## src/rtl/olc_pkg.sv

```systemverilog
/*
  Shared constants and carrier types for the option byte configuration loader.
  Assumes a single system clock domain and a flash read port on that clock.
*/
package olc_pkg;

  // Location of the option byte in the internal flash array
  localparam int              FLASH_ADDR_W       = 24;
  localparam logic [23:0]     OPTION_BYTE_ADDR   = 24'h00007a;

  // Field positions inside the 8-bit option setting
  localparam int              OPT_SHORT_STAB_BIT = 0;
  localparam int              OPT_RING_LOCK_BIT  = 1;
  localparam int              OPT_PULLUP_LSB     = 4;
  localparam int              PULLUP_COUNT       = 4;

  // Default stabilisation time codes (2^13 and 2^15 main clock periods)
  localparam logic [7:0]      STAB_CODE_2P13     = 8'h00;
  localparam logic [7:0]      STAB_CODE_2P15     = 8'h01;

  // Watchdog clock and mode encodings
  localparam logic            WDT_CLK_RING_DIV8  = 1'b0;
  localparam logic            WDT_CLK_SUBCLOCK   = 1'b1;
  localparam logic            WDT_MODE_NMI       = 1'b0;
  localparam logic            WDT_MODE_RESET     = 1'b1;

  // Reset values of the software controlled bits and of the fetched option byte
  localparam logic            RING_STOP_RESET    = 1'b0;
  localparam logic            WDT_STOP_RESET     = 1'b0;
  localparam logic            WDT_CLK_RESET      = WDT_CLK_RING_DIV8;
  localparam logic            WDT_MODE_RESET_VAL = WDT_MODE_RESET;
  localparam logic [7:0]      OPTION_RESET       = 8'h00;

  // Captured option settings
  typedef struct packed {
    logic [PULLUP_COUNT-1:0] port_pullup_option;
    logic                    ringosc_stop_lock;
    logic                    short_stab_option;
  } olc_opt_t;

  // Watchdog mode register fields as written by software
  typedef struct packed {
    logic watchdog_count_stop_bit;
    logic clk_sel;
    logic mode_sel;
  } olc_wdt_cfg_t;

  localparam olc_wdt_cfg_t WDT_CFG_RESET = '{
    watchdog_count_stop_bit: WDT_STOP_RESET,
    clk_sel:                 WDT_CLK_RESET,
    mode_sel:                WDT_MODE_RESET_VAL
  };

endpackage

```

## src/rtl/olc_opt_fetch.sv

```systemverilog
/*
  One-shot reader of the option byte from the internal flash array.
  Assumes the flash read port answers on the same clock with a valid strobe.
*/
`timescale 1ns/1ps
module olc_opt_fetch
  import olc_pkg::*;
(
  // Clock and reset
  input  wire logic                    core_clk_i,
  input  wire logic                    resetn_i,
  // Flash read port
  output logic                         flash_rd_o,
  output logic [olc_pkg::FLASH_ADDR_W-1:0] flash_addr_o,
  input  wire logic [7:0]              flash_rdata_i,
  input  wire logic                    flash_rvalid_i,
  // Result
  output logic [7:0]                   opt_byte_o,
  output logic                         done_o
);
  import olc_pkg::*;

  typedef enum logic [1:0] {ISSUE, WAIT, DONE} olc_fetch_state_t;

  olc_fetch_state_t state;

  always_ff @(posedge core_clk_i or negedge resetn_i) begin
    if (!resetn_i) begin
      state      <= ISSUE;
      flash_rd_o <= 1'b0;
      opt_byte_o <= OPTION_RESET;
      done_o     <= 1'b0;
    end else begin
      flash_rd_o <= 1'b0;
      unique case (state)
        ISSUE: begin
          flash_rd_o <= 1'b1;
          state      <= WAIT;
        end
        WAIT: begin
          if (flash_rvalid_i) begin
            opt_byte_o <= flash_rdata_i;
            done_o     <= 1'b1;
            state      <= DONE;
          end
        end
        DONE: begin
          // Held until the next reset
          state <= DONE;
        end
      endcase
    end
  end

  assign flash_addr_o = OPTION_BYTE_ADDR;

endmodule

```

## src/rtl/olc_loader.sv

```systemverilog
/*
  Option byte / mask option configuration loader and the option gated
  ring oscillator stop bit and secondary watchdog mode bits.
  Assumes the stabilisation counter, the watchdog and the port logic are held
  in reset until sys_release_o rises, and that all inputs share core_clk_i.
*/
`timescale 1ns/1ps
module olc_loader
  import olc_pkg::*;
#(
  parameter bit         IS_FLASH       = 1'b1,
  parameter logic [7:0] MASK_OPTIONS   = 8'h00,
  parameter int         PULLUP_PINS    = PULLUP_COUNT
)
(
  // Clock and reset
  input  wire logic                            core_clk_i,
  input  wire logic                            resetn_i,
  // Flash read port
  output logic                                 flash_rd_o,
  output logic [olc_pkg::FLASH_ADDR_W-1:0]     flash_addr_o,
  input  wire logic [7:0]                      flash_rdata_i,
  input  wire logic                            flash_rvalid_i,
  // Release of the logic that depends on the options
  output logic                                 sys_release_o,
  // Captured options
  output olc_pkg::olc_opt_t                    options_o,
  output logic [7:0]                           stab_time_init_o,
  output logic [PULLUP_PINS-1:0]               pullup_enable_o,
  // Ring oscillator stop bit
  input  wire logic                            ringosc_stop_request_wr_i,
  input  wire logic                            ringosc_stop_request_i,
  output logic                                 ringosc_stop_o,
  // Watchdog mode register
  input  wire logic                            watchdog_mode_reg_wr_i,
  input  wire olc_pkg::olc_wdt_cfg_t           watchdog_mode_reg_i,
  output olc_pkg::olc_wdt_cfg_t                watchdog_cfg_o
);
  import olc_pkg::*;

  // Elaboration checks; the pull-up field is fixed inside the option byte
  if (PULLUP_PINS != PULLUP_COUNT) begin : g_bad_pins
    $error("PULLUP_PINS must equal the option field width");
  end
  if (OPT_PULLUP_LSB + PULLUP_COUNT > 8) begin : g_bad_field
    $error("Pull-up field runs past the option byte");
  end

  logic [7:0] fetched_byte;
  logic       fetch_done;
  logic       flash_rd;
  logic [FLASH_ADDR_W-1:0] flash_addr;
  logic       loaded;
  logic [7:0] raw_opt;
  olc_opt_t   next_opt;
  olc_opt_t   opt;
  logic       ring_stop_bit;
  olc_wdt_cfg_t wdt_reg;
  olc_wdt_cfg_t next_wdt_eff;
  logic       read_taken;
  logic       fetch_rvalid;
  logic [7:0] next_stab_code;

  // Flash parts fetch the option byte; mask parts use fixed options
  generate
    if (IS_FLASH) begin : g_flash
      olc_opt_fetch u_fetch (
        .core_clk_i     (core_clk_i),
        .resetn_i       (resetn_i),
        .flash_rd_o     (flash_rd),
        .flash_addr_o   (flash_addr),
        .flash_rdata_i  (flash_rdata_i),
        .flash_rvalid_i (fetch_rvalid),
        .opt_byte_o     (fetched_byte),
        .done_o         (fetch_done)
      );
    end else begin : g_mask
      assign flash_rd     = 1'b0;
      assign flash_addr   = '0;
      assign fetched_byte = MASK_OPTIONS;
      assign fetch_done   = 1'b1;
    end
  endgenerate

  assign raw_opt = fetched_byte;

  always_comb begin
    next_opt.short_stab_option = raw_opt[OPT_SHORT_STAB_BIT];
    next_opt.ringosc_stop_lock = raw_opt[OPT_RING_LOCK_BIT];
    // Flash parts carry no pull-up field at all
    if (IS_FLASH) begin
      next_opt.port_pullup_option = '0;
    end else begin
      next_opt.port_pullup_option = raw_opt[OPT_PULLUP_LSB +: PULLUP_COUNT];
    end
  end

  // Flash port outputs registered to keep them glitch free
  always_ff @(posedge core_clk_i or negedge resetn_i) begin
    if (!resetn_i) begin
      flash_rd_o   <= 1'b0;
      flash_addr_o <= '0;
    end else begin
      flash_rd_o   <= flash_rd;
      flash_addr_o <= flash_addr;
    end
  end

  // Request is registered once more, so an answer before or in the cycle the request is on the port is refused
  always_ff @(posedge core_clk_i or negedge resetn_i) begin
    if (!resetn_i) begin
      read_taken <= 1'b0;
    end else if (flash_rd_o) begin
      read_taken <= 1'b1;
    end
  end

  assign fetch_rvalid = flash_rvalid_i && read_taken;

  // Capture once, then freeze; dependents stay held until then
  always_ff @(posedge core_clk_i or negedge resetn_i) begin
    if (!resetn_i) begin
      loaded <= 1'b0;
      opt    <= '0;
    end else if (!loaded && fetch_done) begin
      loaded <= 1'b1;
      opt    <= next_opt;
    end
  end

  always_ff @(posedge core_clk_i or negedge resetn_i) begin
    if (!resetn_i) begin
      sys_release_o <= 1'b0;
    end else begin
      sys_release_o <= loaded;
    end
  end

  // Default stabilisation code from the captured option
  always_comb begin
    if (opt.short_stab_option) begin
      next_stab_code = STAB_CODE_2P15;
    end else begin
      next_stab_code = STAB_CODE_2P13;
    end
  end

  always_ff @(posedge core_clk_i or negedge resetn_i) begin
    if (!resetn_i) begin
      options_o        <= '0;
      stab_time_init_o <= STAB_CODE_2P13;
    end else begin
      options_o        <= opt;
      stab_time_init_o <= next_stab_code;
    end
  end

  // One pull-up enable per port pin
  generate
    for (genvar i = 0; i < PULLUP_PINS; i++) begin : g_pullup
      always_ff @(posedge core_clk_i or negedge resetn_i) begin
        if (!resetn_i) begin
          pullup_enable_o[i] <= 1'b0;
        end else begin
          pullup_enable_o[i] <= opt.port_pullup_option[i];
        end
      end
    end
  endgenerate

  // Stop bit writes are dropped while locked, so the oscillator keeps running
  always_ff @(posedge core_clk_i or negedge resetn_i) begin
    if (!resetn_i) begin
      ring_stop_bit <= RING_STOP_RESET;
    end else if (loaded && ringosc_stop_request_wr_i && !opt.ringosc_stop_lock) begin
      ring_stop_bit <= ringosc_stop_request_i;
    end
  end

  always_ff @(posedge core_clk_i or negedge resetn_i) begin
    if (!resetn_i) begin
      ringosc_stop_o <= RING_STOP_RESET;
    end else begin
      ringosc_stop_o <= ring_stop_bit && !opt.ringosc_stop_lock;
    end
  end

  // Watchdog mode register keeps what software wrote
  always_ff @(posedge core_clk_i or negedge resetn_i) begin
    if (!resetn_i) begin
      wdt_reg <= WDT_CFG_RESET;
    end else if (loaded && watchdog_mode_reg_wr_i) begin
      wdt_reg <= watchdog_mode_reg_i;
    end
  end

  // Lock overrides the written fields rather than blocking the write
  always_comb begin
    next_wdt_eff = wdt_reg;
    if (opt.ringosc_stop_lock) begin
      next_wdt_eff.watchdog_count_stop_bit = 1'b0;
      next_wdt_eff.clk_sel                 = WDT_CLK_RING_DIV8;
      next_wdt_eff.mode_sel                = WDT_MODE_RESET;
    end
  end

  always_ff @(posedge core_clk_i or negedge resetn_i) begin
    if (!resetn_i) begin
      watchdog_cfg_o <= WDT_CFG_RESET;
    end else begin
      watchdog_cfg_o <= next_wdt_eff;
    end
  end

endmodule

```

## config.mk

```make
export PLATFORM = sky130hd
export DESIGN_NAME = olc_loader
export DESIGN_NICKNAME = d
export VERILOG_FILES = /design/src/rtl/olc_pkg.sv /design/src/rtl/olc_opt_fetch.sv /design/src/rtl/olc_loader.sv
export SDC_FILE = /design/constraint.sdc
export NUM_CORES = 1
export LEC_CHECK = 0
export BUFFER_PORTS_ARGS = -buffer_cell sky130_fd_sc_hd__clkbuf_2
export CAP_MARGIN = 20
export CORE_AREA = 2 2 42 73
export DETAILED_ROUTE_END_ITERATION = 10
export DIE_AREA = 0 0 44 75
export PLACE_DENSITY = 0.81
export SYNTH_ARGS = -nofsm -noshare
export SYNTH_HDL_FRONTEND = slang
export SYNTH_SLANG_ARGS = --single-unit
```

## constraint.sdc

```tcl
create_clock -name core_clk_i -period 1.6 [get_ports core_clk_i]
set_input_delay 0.4 -clock core_clk_i [delete_from_list [all_inputs] [get_ports core_clk_i]]
set_output_delay 0.4 -clock core_clk_i [all_outputs]
set_load 0.05 [all_outputs]
```

==> Word level (Yosys, flattened, before mapping) <==
Cells that the tools add are included.
{ "totals": {"register_bits": 31, "input_bits": 17, "out_inout_bits": 48, "wordCells": 40} }
{ "op_classes": {"n_eq_ne": 3, "n_mux": 5, "n_reduce_logical": 10} }
{ "op_table": {"columns": ["cell", "count"], "rows": [
  ["1-bit logical AND", 6],
  ["2-bit case mux with 3 select lines", 1],
  ["3-bit two-way mux", 1],
  ["2-bit by 1-bit equality test with 1-bit output (second input constant)", 1],
  ["2-bit equality test (second input constant)", 1],
  ["1-bit logical NOT", 2],
  ["2-bit logical NOT", 1],
  ["1-bit two-way mux", 2],
  ["2-bit two-way mux", 1],
  ["2-bit != test (second input constant)", 1],
  ["2-bit AND reduction", 1]
]} }

==> Logic depth before layout (Yosys ltp) <==
Gate-level depths: netlist (run 1).
{ "logic_depth": {"depth_word": 3, "mapped_depth": 4, "depth_no_buf": 4} }

==> Modules after synthesis <==
Synthesis (run 1) repeated with hierarchy kept, for this count alone.
{ "unflattened": {"hier_cells": 128, "area_unflattened_um2": 1955.6} }
{ "modules_own_cells": {"columns": ["module", "instances", "cells_per_inst", "area_each_um2", "seq_area_each_um2"], "rows": [
  ["olc_loader", 1, 73, 1266.2, 1003.5],
  ["olc_opt_fetch", 1, 55, 689.4, 300.3]
]} }

==> Worst setup path after synthesis (run 1) <==
OpenSTA, ideal clock, no wires.
{ "synth_timing": {"kind": "register to output", "from": "register, netlist name flash_addr_o[1]", "to": "output flash_addr_o[3] in the netlist's numbering", "arrival_ps": 941, "t_required_ps": 1200, "slack_ps": 259, "path_stages_with_launch": 2, "n_path_buf": 1, "path_cell_list": "dfrtp_1 -> buf_4"} }
{ "synth_lines": {"columns": ["item", "line", "text"], "rows": [
  ["to (decl)", "olc_loader.sv:21", "output logic [olc_pkg::FLASH_ADDR_W-1:0] flash_addr_o,"]
]} }
No word-level cell between the ends.

==> Final worst setup path (run 1) <==
{ "layout_timing": {"from": "register watchdog_cfg_o[0] in the netlist's numbering", "to": "output watchdog_cfg_o[0] in the netlist's numbering"} }
{ "layout_lines": {"columns": ["item", "line", "text"], "rows": [
  ["from (decl)", "olc_loader.sv:37", "output olc_pkg::olc_wdt_cfg_t watchdog_cfg_o"],
  ["from (signal assigned)", "olc_loader.sv:211", "watchdog_cfg_o <= next_wdt_eff;"]
]} }
No word-level cell between the ends.

==> run summary, run 1 <==
The final standard cell count with taps included and fillers excluded came out at 139. The critical path in this run is classified as reg2out. After synthesis, flip-flops and latches occupy 52.4% of the total area. The total buffers and inverters traversed by the critical path came out at 1.

Summed over all instances, the cell type with the most area after synthesis is sky130_fd_sc_hd__dfrtp_1. Number of vias after detailed routing: 549. In this run the worst hold path is classified as in2async.

For the level count of the clock H-tree, the log shows 1. The post-synthesis adder-cell area fraction is 2.27%, and the worst slew slack as a fraction of its limit is 62.9%. During synthesis, Yosys emitted a total of 0 warnings. The logs give 0 for the initial antenna violation count and 0 for the total grt overflow. On the worst path, the slowest cell contributes a delay of 0.52 ns.

After synthesis the cells add up to 0.00110 mm2. Dividing the detail-routed wire length by the instance count gives 10.1 um. For the worst setup path, the data arrival time is 1.03 ns. The synthesized netlist devotes 0.908% of its cell area to compound gates. Among all flip-flop cells after synthesis, the most frequent one is sky130_fd_sc_hd__dfrtp_1. After synthesis, the netlist uses 17 different library cells. The transition time of the tightest slew-check pin was 0.556 ns.

STA classifies the critical path endpoint as a primary output. Synthesized-area fraction occupied by xor and xnor cells: 0%. The cell family contributing the most delay on the critical path was flip-flops. After clock tree synthesis, the clock-pin slew on the worst setup and hold paths is 0.07 ns. The reported leakage power came out at 0.684 nW.

The tools report the required arrival time at the worst endpoint as 1.20 ns. The tools report the worst hold slack across all endpoints as 0.123 ns. The slowest stage of the critical path belongs to the cell sky130_fd_sc_hd__dfstp_2.

The clock reaches the later pin of the worst-skew pair after 0.25 ns. The sort of element at the start of the critical path was a flip-flop. The fraction of synthesis flops using an asynchronous set or reset pin came out at 100%. The post-CTS setup-driven buffer insertion count came out at 0.

The root buffer cell chosen for the clock tree is sky130_fd_sc_hd__clkbuf_8. Routability-driven placement finished with a final weighted congestion of 0.706. Antenna violation net count after detailed routing: 0. The tools report the overall die area as 0.00330 mm2.

The run gives 132 as the number of nets in the finished design. The top cell type by area accounts for 47.7% of the synthesized area. The number of placement rows was 25; the fraction of layout cells with a size suffix above 1 was 33.0%. The run gives 2 as the buffer depth of the longest clock path. Entering global routing, the biggest net connects 24 pins.

The logs give 0 for the number of hold-repair buffers added at the cts stage and 0.698 GHz for the maximum clock frequency. The flow ran to the end, and the final reports show no timing, DRC or antenna violations. Number of global-route vias before repair: 540.

The count of pins on the block boundary is 65. The core region area was 0.00269 mm2. The number of antenna diodes in the final layout is 0.

The total wirelength of the detailed-routed design is 1.40 mm, and the setup skew after layout is 0.00130 ns. Once placement completed, the tool counted placed cells totaling 135. After synthesis, the mean cell area works out to 12.2 um2. The tools report the setup TNS after final layout as 0 ns. The count of buffers added on input and output ports is 24.

The first detailed-routing pass ran for 3 iterations. Power comes to 1.15 mW. Total of cells resized after clock tree synthesis: 0.

The combinational family with the most area after synthesis was buffers and inverters. The global router's overall resource usage was 9.65%. Setup violations remaining at the end of the flow were counted as 0.

After synthesis the netlist holds a flip-flop and latch count of 23. After technology mapping, the gate count stands at 90. After detailed routing, the number of remaining DRC violations is 0.

For the detailed router's first-iteration violation count, the log shows 1. The floorplan die height was 75 um; the final worst-path cycle share was 89.6%. The run gives 0 as the max-capacitance violation count. The via-per-instance ratio was 3.95. In this run the horizontal extent of the chip is 44 um. The highest net fanout along the worst path came out at 1. Global-route wire length before repair: 2.29 mm.

Measured against the total synthesized area, the mux share comes to 10.4%. After routing the design area is 0.00113 mm2. The area of placed instances came out at 0.00109 mm2. TritonCTS built the clock tree. The max-slew violation count was 0; the total half-perimeter wirelength after legalization and detailed placement was 1.10 mm. Walking the worst path, the cells encountered are clkbuf_2.

Count of flip-flops with a built-in enable after synthesis: 0. By area the synthesized netlist is led by sky130_fd_sc_hd__dfrtp_1 48%, sky130_fd_sc_hd__buf_4 27%, sky130_fd_sc_hd__dfstp_2 4.8%, sky130_fd_sc_hd__mux2_1 4.1%, sky130_fd_sc_hd__mux2_2 4.1%. The final count of hold timing violations was 0.

The highest ir drop seen on vdd is 581 uV, and the total power per unit cell area is 1020 mW/mm2. CTS saw 23 sinks. The post-synthesis share of cell area spent on and, or, nand and nor gates is 6.02%, and the total clock buffers created by CTS is 3. The area growth from synthesis to layout is 2.72%. Setup repair after global routing left no endpoint under its margin.

The worst path in the final design needs a cycle of 1.43 ns, including I/O delays and setup. The initial utilization of the core area, before any placement, comes to 41.0%.
[power breakdown]
group / internal (mW) / switching (mW) / leakage, nW
clock network: 0.177 / 0.163 / 0.0228
logic: 0.0127 / 0.214 / 0.355
registers: 0.582 / 0.00131 / 0.307
[path summary, 6_finish.rpt]
kind	start	endpoint	slack (ns)	cells past startpoint
worst max-delay path	watchdog_cfg_o[0]$_DFF_PN1_	watchdog_cfg_o[0]	0.17	1
worst min-delay path	resetn_i	flash_rd_o$_DFF_PN0_	0.12	1
worst max register to register	g_flash.u_fetch.state[1]$_DFFE_PN0P_	g_flash.u_fetch.state[1]$_DFFE_PN0P_	0.31	4
worst min register to register	g_flash.u_fetch.flash_rd_o$_DFF_PN0_	flash_rd_o$_DFF_PN0_	0.36	0
max in group asynchronous	resetn_i	wdt_reg[0]$_DFFE_PN1P_	1.11	1
min in group core_clk_i	g_flash.u_fetch.flash_rd_o$_DFF_PN0_	flash_rd_o$_DFF_PN0_	0.36	0
[kinds of logic (layout without fill, tap and decap cells)]
logic type      after synthesis  after routing
flops                        23             23
buf+inv                      41             30
compound gates                1              1
mux                          10             10
other cells                   2             35
fa+ha+maj                     2              2
simple gates                 11             11
[final cells by class]
cell class,count,area (um2)
Tap cell,27,33.8
Multi-Input combinational cell,59,348
Clock buffer,4,45.0
Fill cell,281,1560
Sequential cell,23,578
Inverter,2,7.51
Timing Repair Buffer,24,120
[cell usage in the layout, fill, tap and decap left out, types with 2 or more instances in the layout]
cell | synthesis | routed
sky130_fd_sc_hd__clkbuf_2 | 0 | 24
sky130_fd_sc_hd__clkbuf_8 | 0 | 3
sky130_fd_sc_hd__or2_2 | 3 | 3
sky130_fd_sc_hd__ha_1 | 2 | 2
sky130_fd_sc_hd__mux2_2 | 4 | 4
sky130_fd_sc_hd__dfstp_2 | 2 | 2
sky130_fd_sc_hd__inv_1 | 2 | 2
sky130_fd_sc_hd__dfrtp_1 | 21 | 21
sky130_fd_sc_hd__mux2_1 | 4 | 4
sky130_fd_sc_hd__conb_1 | 2 | 35
sky130_fd_sc_hd__nor2b_1 | 4 | 4
[metal layers]
| metal | track usage [%] | vias up | part of all wire (%) |
|---|---|---|---|
| met2 | 17.5 | 35 | 55 |
| met5 | 0 | - | 0 |
| met3 | 2.40 | 2 | 10 |
| met1 | 9.92 | 262 | 34 |
| met4 | 5.05 | 0 | 0.79 |
| li1 | - | 250 | - |
[cell usage after synthesis (all sizes together) (2+ instances only)]
| cell | n |
|---|---|
| buf | 39 |
| dfrtp | 21 |
| mux2 | 9 |
| nor2b | 4 |
| or2 | 3 |
| conb | 2 |
| dfstp | 2 |
| ha | 2 |
| inv | 2 |
[per-stage QoR]
stage	utilization [%]	worst slack, ns
4_1_cts	42.1	0.161
6_report	42.1	0.167
5_1_grt	42.1	0.133
3_5_place_dp	40.4	0.309
2_1_floorplan	-	0.259
3_3_place_gp	40.4	0.378
(Power assumes the default switching activity.)
==> inputs of run 2 (changes only) <==
CORE_AREA = 2 2 50 87   (was 2 2 42 73)
DIE_AREA = 0 0 52 89   (was 0 0 44 75)
PLACE_DENSITY = 0.85   (was 0.81)
SYNTH_HIERARCHICAL = 1   (was default)
==> run summary, run 2 <==
The level count of the clock H-tree was 2 (+1); the number of iterations in the first detailed-routing pass was 3 (unchanged). The floorplan die height works out to 89 um (+19%). Following the worst setup path forward leads to its endpoint at watchdog_cfg_o[0]. The worst hold slack across all endpoints is 0.0175 ns (-0.105 ns), and the via-per-instance ratio is 3.74 (-5.3%). The routability-driven placement congestion ratio was 0.635 (-10%); the initial core utilization was 44.4% (+3.4 points).

The logs give 10.7% (+1.0 points) for the global router's overall resource usage and 5 (+4) for the detailed router's first-iteration violation count. CTS placed an instance of sky130_fd_sc_hd__clkbuf_8 at the clock tree root. The top routing layer in use is met4. Type of the tightest min-delay check: in2async. The final worst-path cycle share was 91.8% (+2.3 points); the register-to-register path setup slack was 0.37 ns (+0.06 ns).

The final count of hold timing violations was 0 (unchanged); the final standard cell count with taps included and fillers excluded was 212 (+53%). The cell family contributing the most delay on the critical path is flip-flops. The required arrival time at the worst endpoint was 1.20 ns (about the same). The number of nets in the finished design was 182 (+38%); the final routed wire length divided by cell count was 10.1 um (+0.34%).

Leaving out fill and tap cells, the most frequent cells in the layout are 44 x sky130_fd_sc_hd__dfrtp_1, 43 x sky130_fd_sc_hd__clkbuf_2, 39 x sky130_fd_sc_hd__conb_1, 5 x sky130_fd_sc_hd__mux2_1, 5 x sky130_fd_sc_hd__clkbuf_8. For the maximum clock frequency, the log shows 0.681 GHz (-2.5%). The worst stage delay on the critical path is 0.52 ns (about the same), and the post-CTS setup-driven buffer insertion count is 0 (unchanged). The fraction of layout cells with a size suffix above 1 was 37.2% (+4.2 points); the number of placed instances with taps included was 204 (+51%).

The global-route wire length before repair was 3.46 mm (+51%); the number of vias after detailed routing was 793 (+44%). For the setup TNS after final layout, the log shows 0 ns (unchanged). For the buffer depth of the longest clock path, the log shows 2 (unchanged). The insertion delay to the later sink of the worst-skew pair is 0.29 ns (+0.04 ns). The critical path endpoint category is a primary output. The critical path goes through clkbuf_2. The number of cells traversed by the worst register-to-register path is 4 (unchanged). The total clock buffers created by CTS was 5 (+2). The logs give 0 (unchanged) for the total of cells resized after clock tree synthesis and 1.10 nW (+61%) for the reported leakage power. The total power per unit cell area is 1170 mW/mm2 (+15%). The horizontal die dimension is 52 um (+18%).

The library cell contributing the largest single delay on the critical path was sky130_fd_sc_hd__dfstp_2. The worst setup margin is 0.131 ns (-0.0366 ns). Number of placement rows: 30 (+20%).

STA classifies the critical path startpoint as a flip-flop. The tools report the max-capacitance violation count as 0 (unchanged). The highest ir drop seen on vdd is 643 uV (+11%). Post-layout total power: 2.29 mW (+99%). Final count of negative-setup-slack endpoints: 0 (unchanged). Quantity of I/O buffers inserted on ports: 43 (+79%). The worst setup path is of the reg2out kind. The antenna violation net count after detailed routing is 0 (unchanged). The total buffers and inverters traversed by the critical path works out to 1 (unchanged). The worst flop-to-flop path endpoint was g_flash.u_fetch/state[1]$_DFFE_PN0P_. Leaving out fill and tap cells, the most frequent cell in the layout is sky130_fd_sc_hd__dfrtp_1.

The number of gates on the worst path with buffers counted was 1 (unchanged). The max-slew violation count is 0 (unchanged), and the number of hold-repair buffers added at the cts stage is 0 (unchanged). The tools report the post-placement worst setup slack as 0.295 ns (-0.0143 ns). TritonCTS built the clock tree. The number of DRC violations after detailed routing is 0 (unchanged), and the pin count of the biggest net entering global routing is 33 (+38%). Clock sink count: 46 (+100%). The register with the most flip-flops in the layout has 24 of them. The flow ran to the end, and the final reports show no timing, DRC or antenna violations.

The routed wire length on met3 came out at 165 um (+18%). The core region area is 0.00387 mm2 (+44%), and the highest net fanout along the worst path is 1 (unchanged). The post-synthesis instance area was 0.00172 mm2 (+56%). Setup repair after global routing left no endpoint under its margin.

The tools report the total grt overflow as 0 (unchanged). The logs give 6 (+6) for the count of warnings emitted by yosys and 1.66 mm (+50%) for the total half-perimeter wirelength after legalization and detailed placement. The number of global-route vias before repair is 745 (+38%). The total met2 wirelength after detailed routing is 1.19 mm (+54%). The layout overhead on the synthesized area was 14.0%. Start point of the critical path: watchdog_cfg_o[0]$_DFF_PN1_.

Initial antenna violation count: 0 (unchanged). The critical path data arrival time was 1.07 ns (+0.04 ns); the cell count after synthesis was 116 (+29%). The total wirelength of the detailed-routed design came out at 2.14 mm (+53%). The clock-pin transition on the worst setup and hold timing paths was 0.08 ns (about the same); the setup skew after layout was 0.00276 ns (+0.00145 ns).

The average size of a mapped cell was 14.8 um2 (+21%). The antenna diode count came out at 0 (unchanged). The logs give 710 um (+51%) for the total routed wire length on the met1 layer and 0.00463 mm2 (+40%) for the overall die area. The count of pins on the block boundary came out at 65 (unchanged).

In this run the critical register-to-register path is launched from g_flash.u_fetch/state[1]$_DFFE_PN0P_. The final critical path time including I/O delays and setup came out at 1.47 ns (+0.0366 ns).
==> run 2: cell count changes in the layout (fill, tap and decap cells not counted), moves of 2 or more <==
cell	before	now
sky130_fd_sc_hd__nor2b_1	4	1
sky130_fd_sc_hd__mux2_2	4	0
sky130_fd_sc_hd__dfrtp_1	21	44
sky130_fd_sc_hd__conb_1	35	39
sky130_fd_sc_hd__and2b_1	0	3
sky130_fd_sc_hd__mux2_4	1	4
sky130_fd_sc_hd__clkbuf_8	3	5
sky130_fd_sc_hd__clkbuf_2	24	43
==> run 2: cell type report <==
class | count | area (um2)
clock inverter | 2 | 37.5
fill | 353 | 1910
tap | 48 | 60.1
timing repair buffer | 44 | 235
clock buffer | 6 | 72.6
inverter | 2 | 7.51
multi-input combinational | 64 | 389
sequential | 46 | 1150
==> run 2: routing by layer <==
layer	track usage (%)	vias up
li1	-	370
met5	0	-
met4	7.18	0
met1	11.1	376
met3	3.51	6
met2	17.8	41
==> run 2: worst min path at each step <==
stage             start                         end  slack [ns]  cells past startpoint
2_1_floorplan  resetn_i   flash_addr_o[0]$_DFF_PN0_        0.10                      0
3_5_place_dp   resetn_i  flash_addr_o[22]$_DFF_PN0_        0.34                      1
5_1_grt        resetn_i  flash_addr_o[17]$_DFF_PN0_        0.03                      1
6_report       resetn_i  flash_addr_o[17]$_DFF_PN0_        0.02                      1
4_1_cts        resetn_i  flash_addr_o[22]$_DFF_PN0_        0.02                      1
3_3_place_gp   resetn_i  flash_addr_o[22]$_DFF_PN0_        0.33                      1
==> run 2: metrics by stage <==
step           utilization, %  cell area, um2
6_report                 50.6            1960
2_1_floorplan               -            1850
3_3_place_gp             47.7            1850
4_1_cts                  50.6            1960
3_5_place_dp             47.7            1850
5_1_grt                  50.6            1960
==> run 2: where the power goes <==
group | leakage (nW) | switching, mW | internal, mW | total (mW)
registers | 0.575 | 0.00801 | 1.19 | 1.20
logic | 0.473 | 0.233 | 0.0337 | 0.266
clock network | 0.0514 | 0.359 | 0.466 | 0.825
==> inputs of run 3 (changes only) <==
ABC_AREA = 1   (was default)
CORE_AREA = 2 2 50 88   (was 2 2 50 87)
DIE_AREA = 0 0 52 90   (was 0 0 52 89)
PLACE_DENSITY = 0.84   (was 0.85)
==> run summary, run 3 <==
Critical hold path startpoint: watchdog_mode_reg_i[0]. The tools report the critical path endpoint category as a primary output. Antenna diode count: 0 (unchanged). TritonCTS built the clock tree.

The setup path with the least slack is of type reg2out. The via-per-instance ratio is 3.85 (+2.9%). The buffer depth of the longest clock path is 2 (unchanged), and the final critical path time including I/O delays and setup is 1.47 ns (-0.00430 ns). Library cell contributing the largest single delay on the critical path: sky130_fd_sc_hd__dfstp_2. The worst register-to-register path begins at g_flash.u_fetch/state[1]$_DFFE_PN0P_. The highest net fanout along the worst path came out at 1 (unchanged).

The type of the tightest min-delay check is in2reg. The worst stage delay on the critical path was 0.52 ns (about the same). The run finished with clean final reports.

The detailed router's first-iteration violation count was 25 (+20); the floorplan die height was 90 um (+1.1%). Leaving out fill and tap cells, the most frequent cells in the layout are 44 x sky130_fd_sc_hd__dfrtp_1, 43 x sky130_fd_sc_hd__clkbuf_2, 39 x sky130_fd_sc_hd__conb_1, 25 x sky130_fd_sc_hd__nand2_1. The logs give 0 (unchanged) for the antenna violation net count after detailed routing and 0.683 GHz (+0.29%) for the maximum clock frequency. The number of cells traversed by the worst register-to-register path is 5 (+1). The logs give 31 (+3.3%) for the number of placement rows and 1.67 mm (+0.59%) for the total half-perimeter wirelength after legalization and detailed placement. The horizontal die dimension came out at 52 um (unchanged).

The pin count of the biggest net entering global routing was 37 (+12%); the post-synthesis instance area was 0.00174 mm2 (+1.2%). On the critical path the largest part of the delay comes from flip-flops. The tools report the clock sink count as 46 (unchanged). The total power per unit cell area was 1330 mW/mm2 (+13%); the total wirelength of the detailed-routed design was 2.22 mm (+3.7%). Sort of element at the start of the critical path: a flip-flop.

The clock-pin transition on the worst setup and hold timing paths is 0.08 ns (about the same). The fraction of layout cells with a size suffix above 1 is 30.4% (-6.8 points), and the number of DRC violations after detailed routing is 0 (unchanged). The logs give 0 (unchanged) for the total grt overflow and 4 (+1) for the number of iterations in the first detailed-routing pass. Core region area: 0.00400 mm2 (+3.3%). The cell count after synthesis came out at 147 (+27%). Setup repair after global routing left no endpoint under its margin. The final worst-path cycle share works out to 91.6% (-0.27 points). The run gives 0.00468 mm2 (+1.1%) as the overall die area. The initial core utilization was 43.5% (-0.90 points). For the total clock buffers created by CTS, the log shows 5 (unchanged).

The worst register-to-register path ends at g_flash.u_fetch/state[1]$_DFFE_PN0P_. The run gives 0.29 ns (about the same) as the insertion delay to the later sink of the worst-skew pair. Global router's overall resource usage: 11.1% (+0.40 points). For the highest ir drop seen on vdd, the log shows 787 uV (+22%). The level count of the clock H-tree is 2 (unchanged). Leaving out fill and tap cells, the most frequent cell in the layout is sky130_fd_sc_hd__dfrtp_1. The critical path data arrival time was 1.07 ns (about the same). The average size of a mapped cell is 11.8 um2 (-20%). The reported leakage power was 1.09 nW (-0.53%).

The max-capacitance violation count is 0 (unchanged). The tools report the share of the core filled with cells in the final layout as 48.9% (-1.7 points). The max-slew violation count is 0 (unchanged). The flip-flop count of the largest register, all copies and words added is 24 (unchanged), and the number of nets in the finished design is 212 (+16%). The run gives 0 (unchanged) as the final count of negative-setup-slack endpoints. The logs give 0 (unchanged) for the final count of hold timing violations and 65 (unchanged) for the count of pins on the block boundary. The critical path starts at watchdog_cfg_o[0]$_DFF_PN1_. Total buffers and inverters traversed by the critical path: 1 (unchanged). Root buffer cell: sky130_fd_sc_hd__clkbuf_8.

Relative to the synthesized area, the layout overhead comes to 12.5%. Count of warnings emitted by yosys: 6 (unchanged). The setup TNS after final layout was 0 ns (unchanged); the required arrival time at the worst endpoint was 1.20 ns (about the same). The number of global-route vias before repair was 919 (+23%); the final routed wire length divided by cell count was 9.13 um (-9.5%). For the setup skew after layout, the log shows 0.00328 ns (+0.000520 ns). Walking the worst path, the cells encountered are clkbuf_2. The worst hold path was traced through 3 stages. The number of vias after detailed routing was 935 (+18%). The initial antenna violation count was 0 (unchanged).

The global-route wire length before repair was 3.77 mm (+9.0%). Hold path endpoint: wdt_reg[0]$_DFFE_PN1P_. The quantity of I/O buffers inserted on ports was 43 (unchanged). The register-to-register path setup slack was 0.52 ns (+0.15 ns). The routability-driven placement congestion ratio came out at 0.712 (+12%).
## run 3: tightest hold or removal path, stage by stage
cell and delay, ns:
sky130_fd_sc_hd__clkbuf_2 0.09, sky130_fd_sc_hd__nand3_1 0.07, sky130_fd_sc_hd__nand2_1 0.06
## run 3: area by class of cell
| class | instances | area (um2) |
|---|---|---|
| Sequential cell | 46 | 1150 |
| Fill cell | 396 | 2040 |
| Timing Repair Buffer | 45 | 245 |
| Clock inverter | 2 | 12.5 |
| Multi-Input combinational cell | 84 | 358 |
| Clock buffer | 6 | 82.6 |
| Tap cell | 49 | 61.3 |
| Inverter | 11 | 41.3 |
## run 3: report_power, final
part / internal, mW / switching, mW
Clock: 0.347 / 0.354
Sequential: 1.29 / 0.0470
Combinational: 0.127 / 0.431
Total: 1.76 / 0.832
## run 3: worst max path at each step
stage	slack, ns	end	depth (start not counted)
3_3_place_gp	0.45	watchdog_cfg_o[0]	1
2_1_floorplan	0.31	stab_time_init_o[0]	1
4_1_cts	0.12	watchdog_cfg_o[0]	1
6_report	0.13	watchdog_cfg_o[0]	1
5_1_grt	0.1	watchdog_cfg_o[0]	1
3_5_place_dp	0.45	watchdog_cfg_o[0]	1
## run 3: timing repair
action / in CTS / in global routing
setup endpoints to repair: 0 / 0
buffers inserted: 0 / 0
resized for setup: 0 / 0
hold buffers: 1 / 0
hold endpoints to repair: 10 / 0
## run 3: stage by stage
stage               instance area (um2)  instances  setup WS [ns]  power [mW]  hold slack [ns]
floorplan                          1870        183          0.314        1.87            0.104
global placement                   1850        234          0.448        1.89            0.303
detailed placement                 1850        234          0.448        1.92            0.308
CTS                                1950        243          0.118        2.63            0.305
global route                       1950        243         0.0978        2.74            0.331
finish                             1950        243          0.135        2.59            0.322
## run 3: routing by layer
layer	routed length, um	global-route usage [%]
met5	0	0
met4	79	7.89
met3	145	2.99
met2	1220	19.0
met1	769	10.7
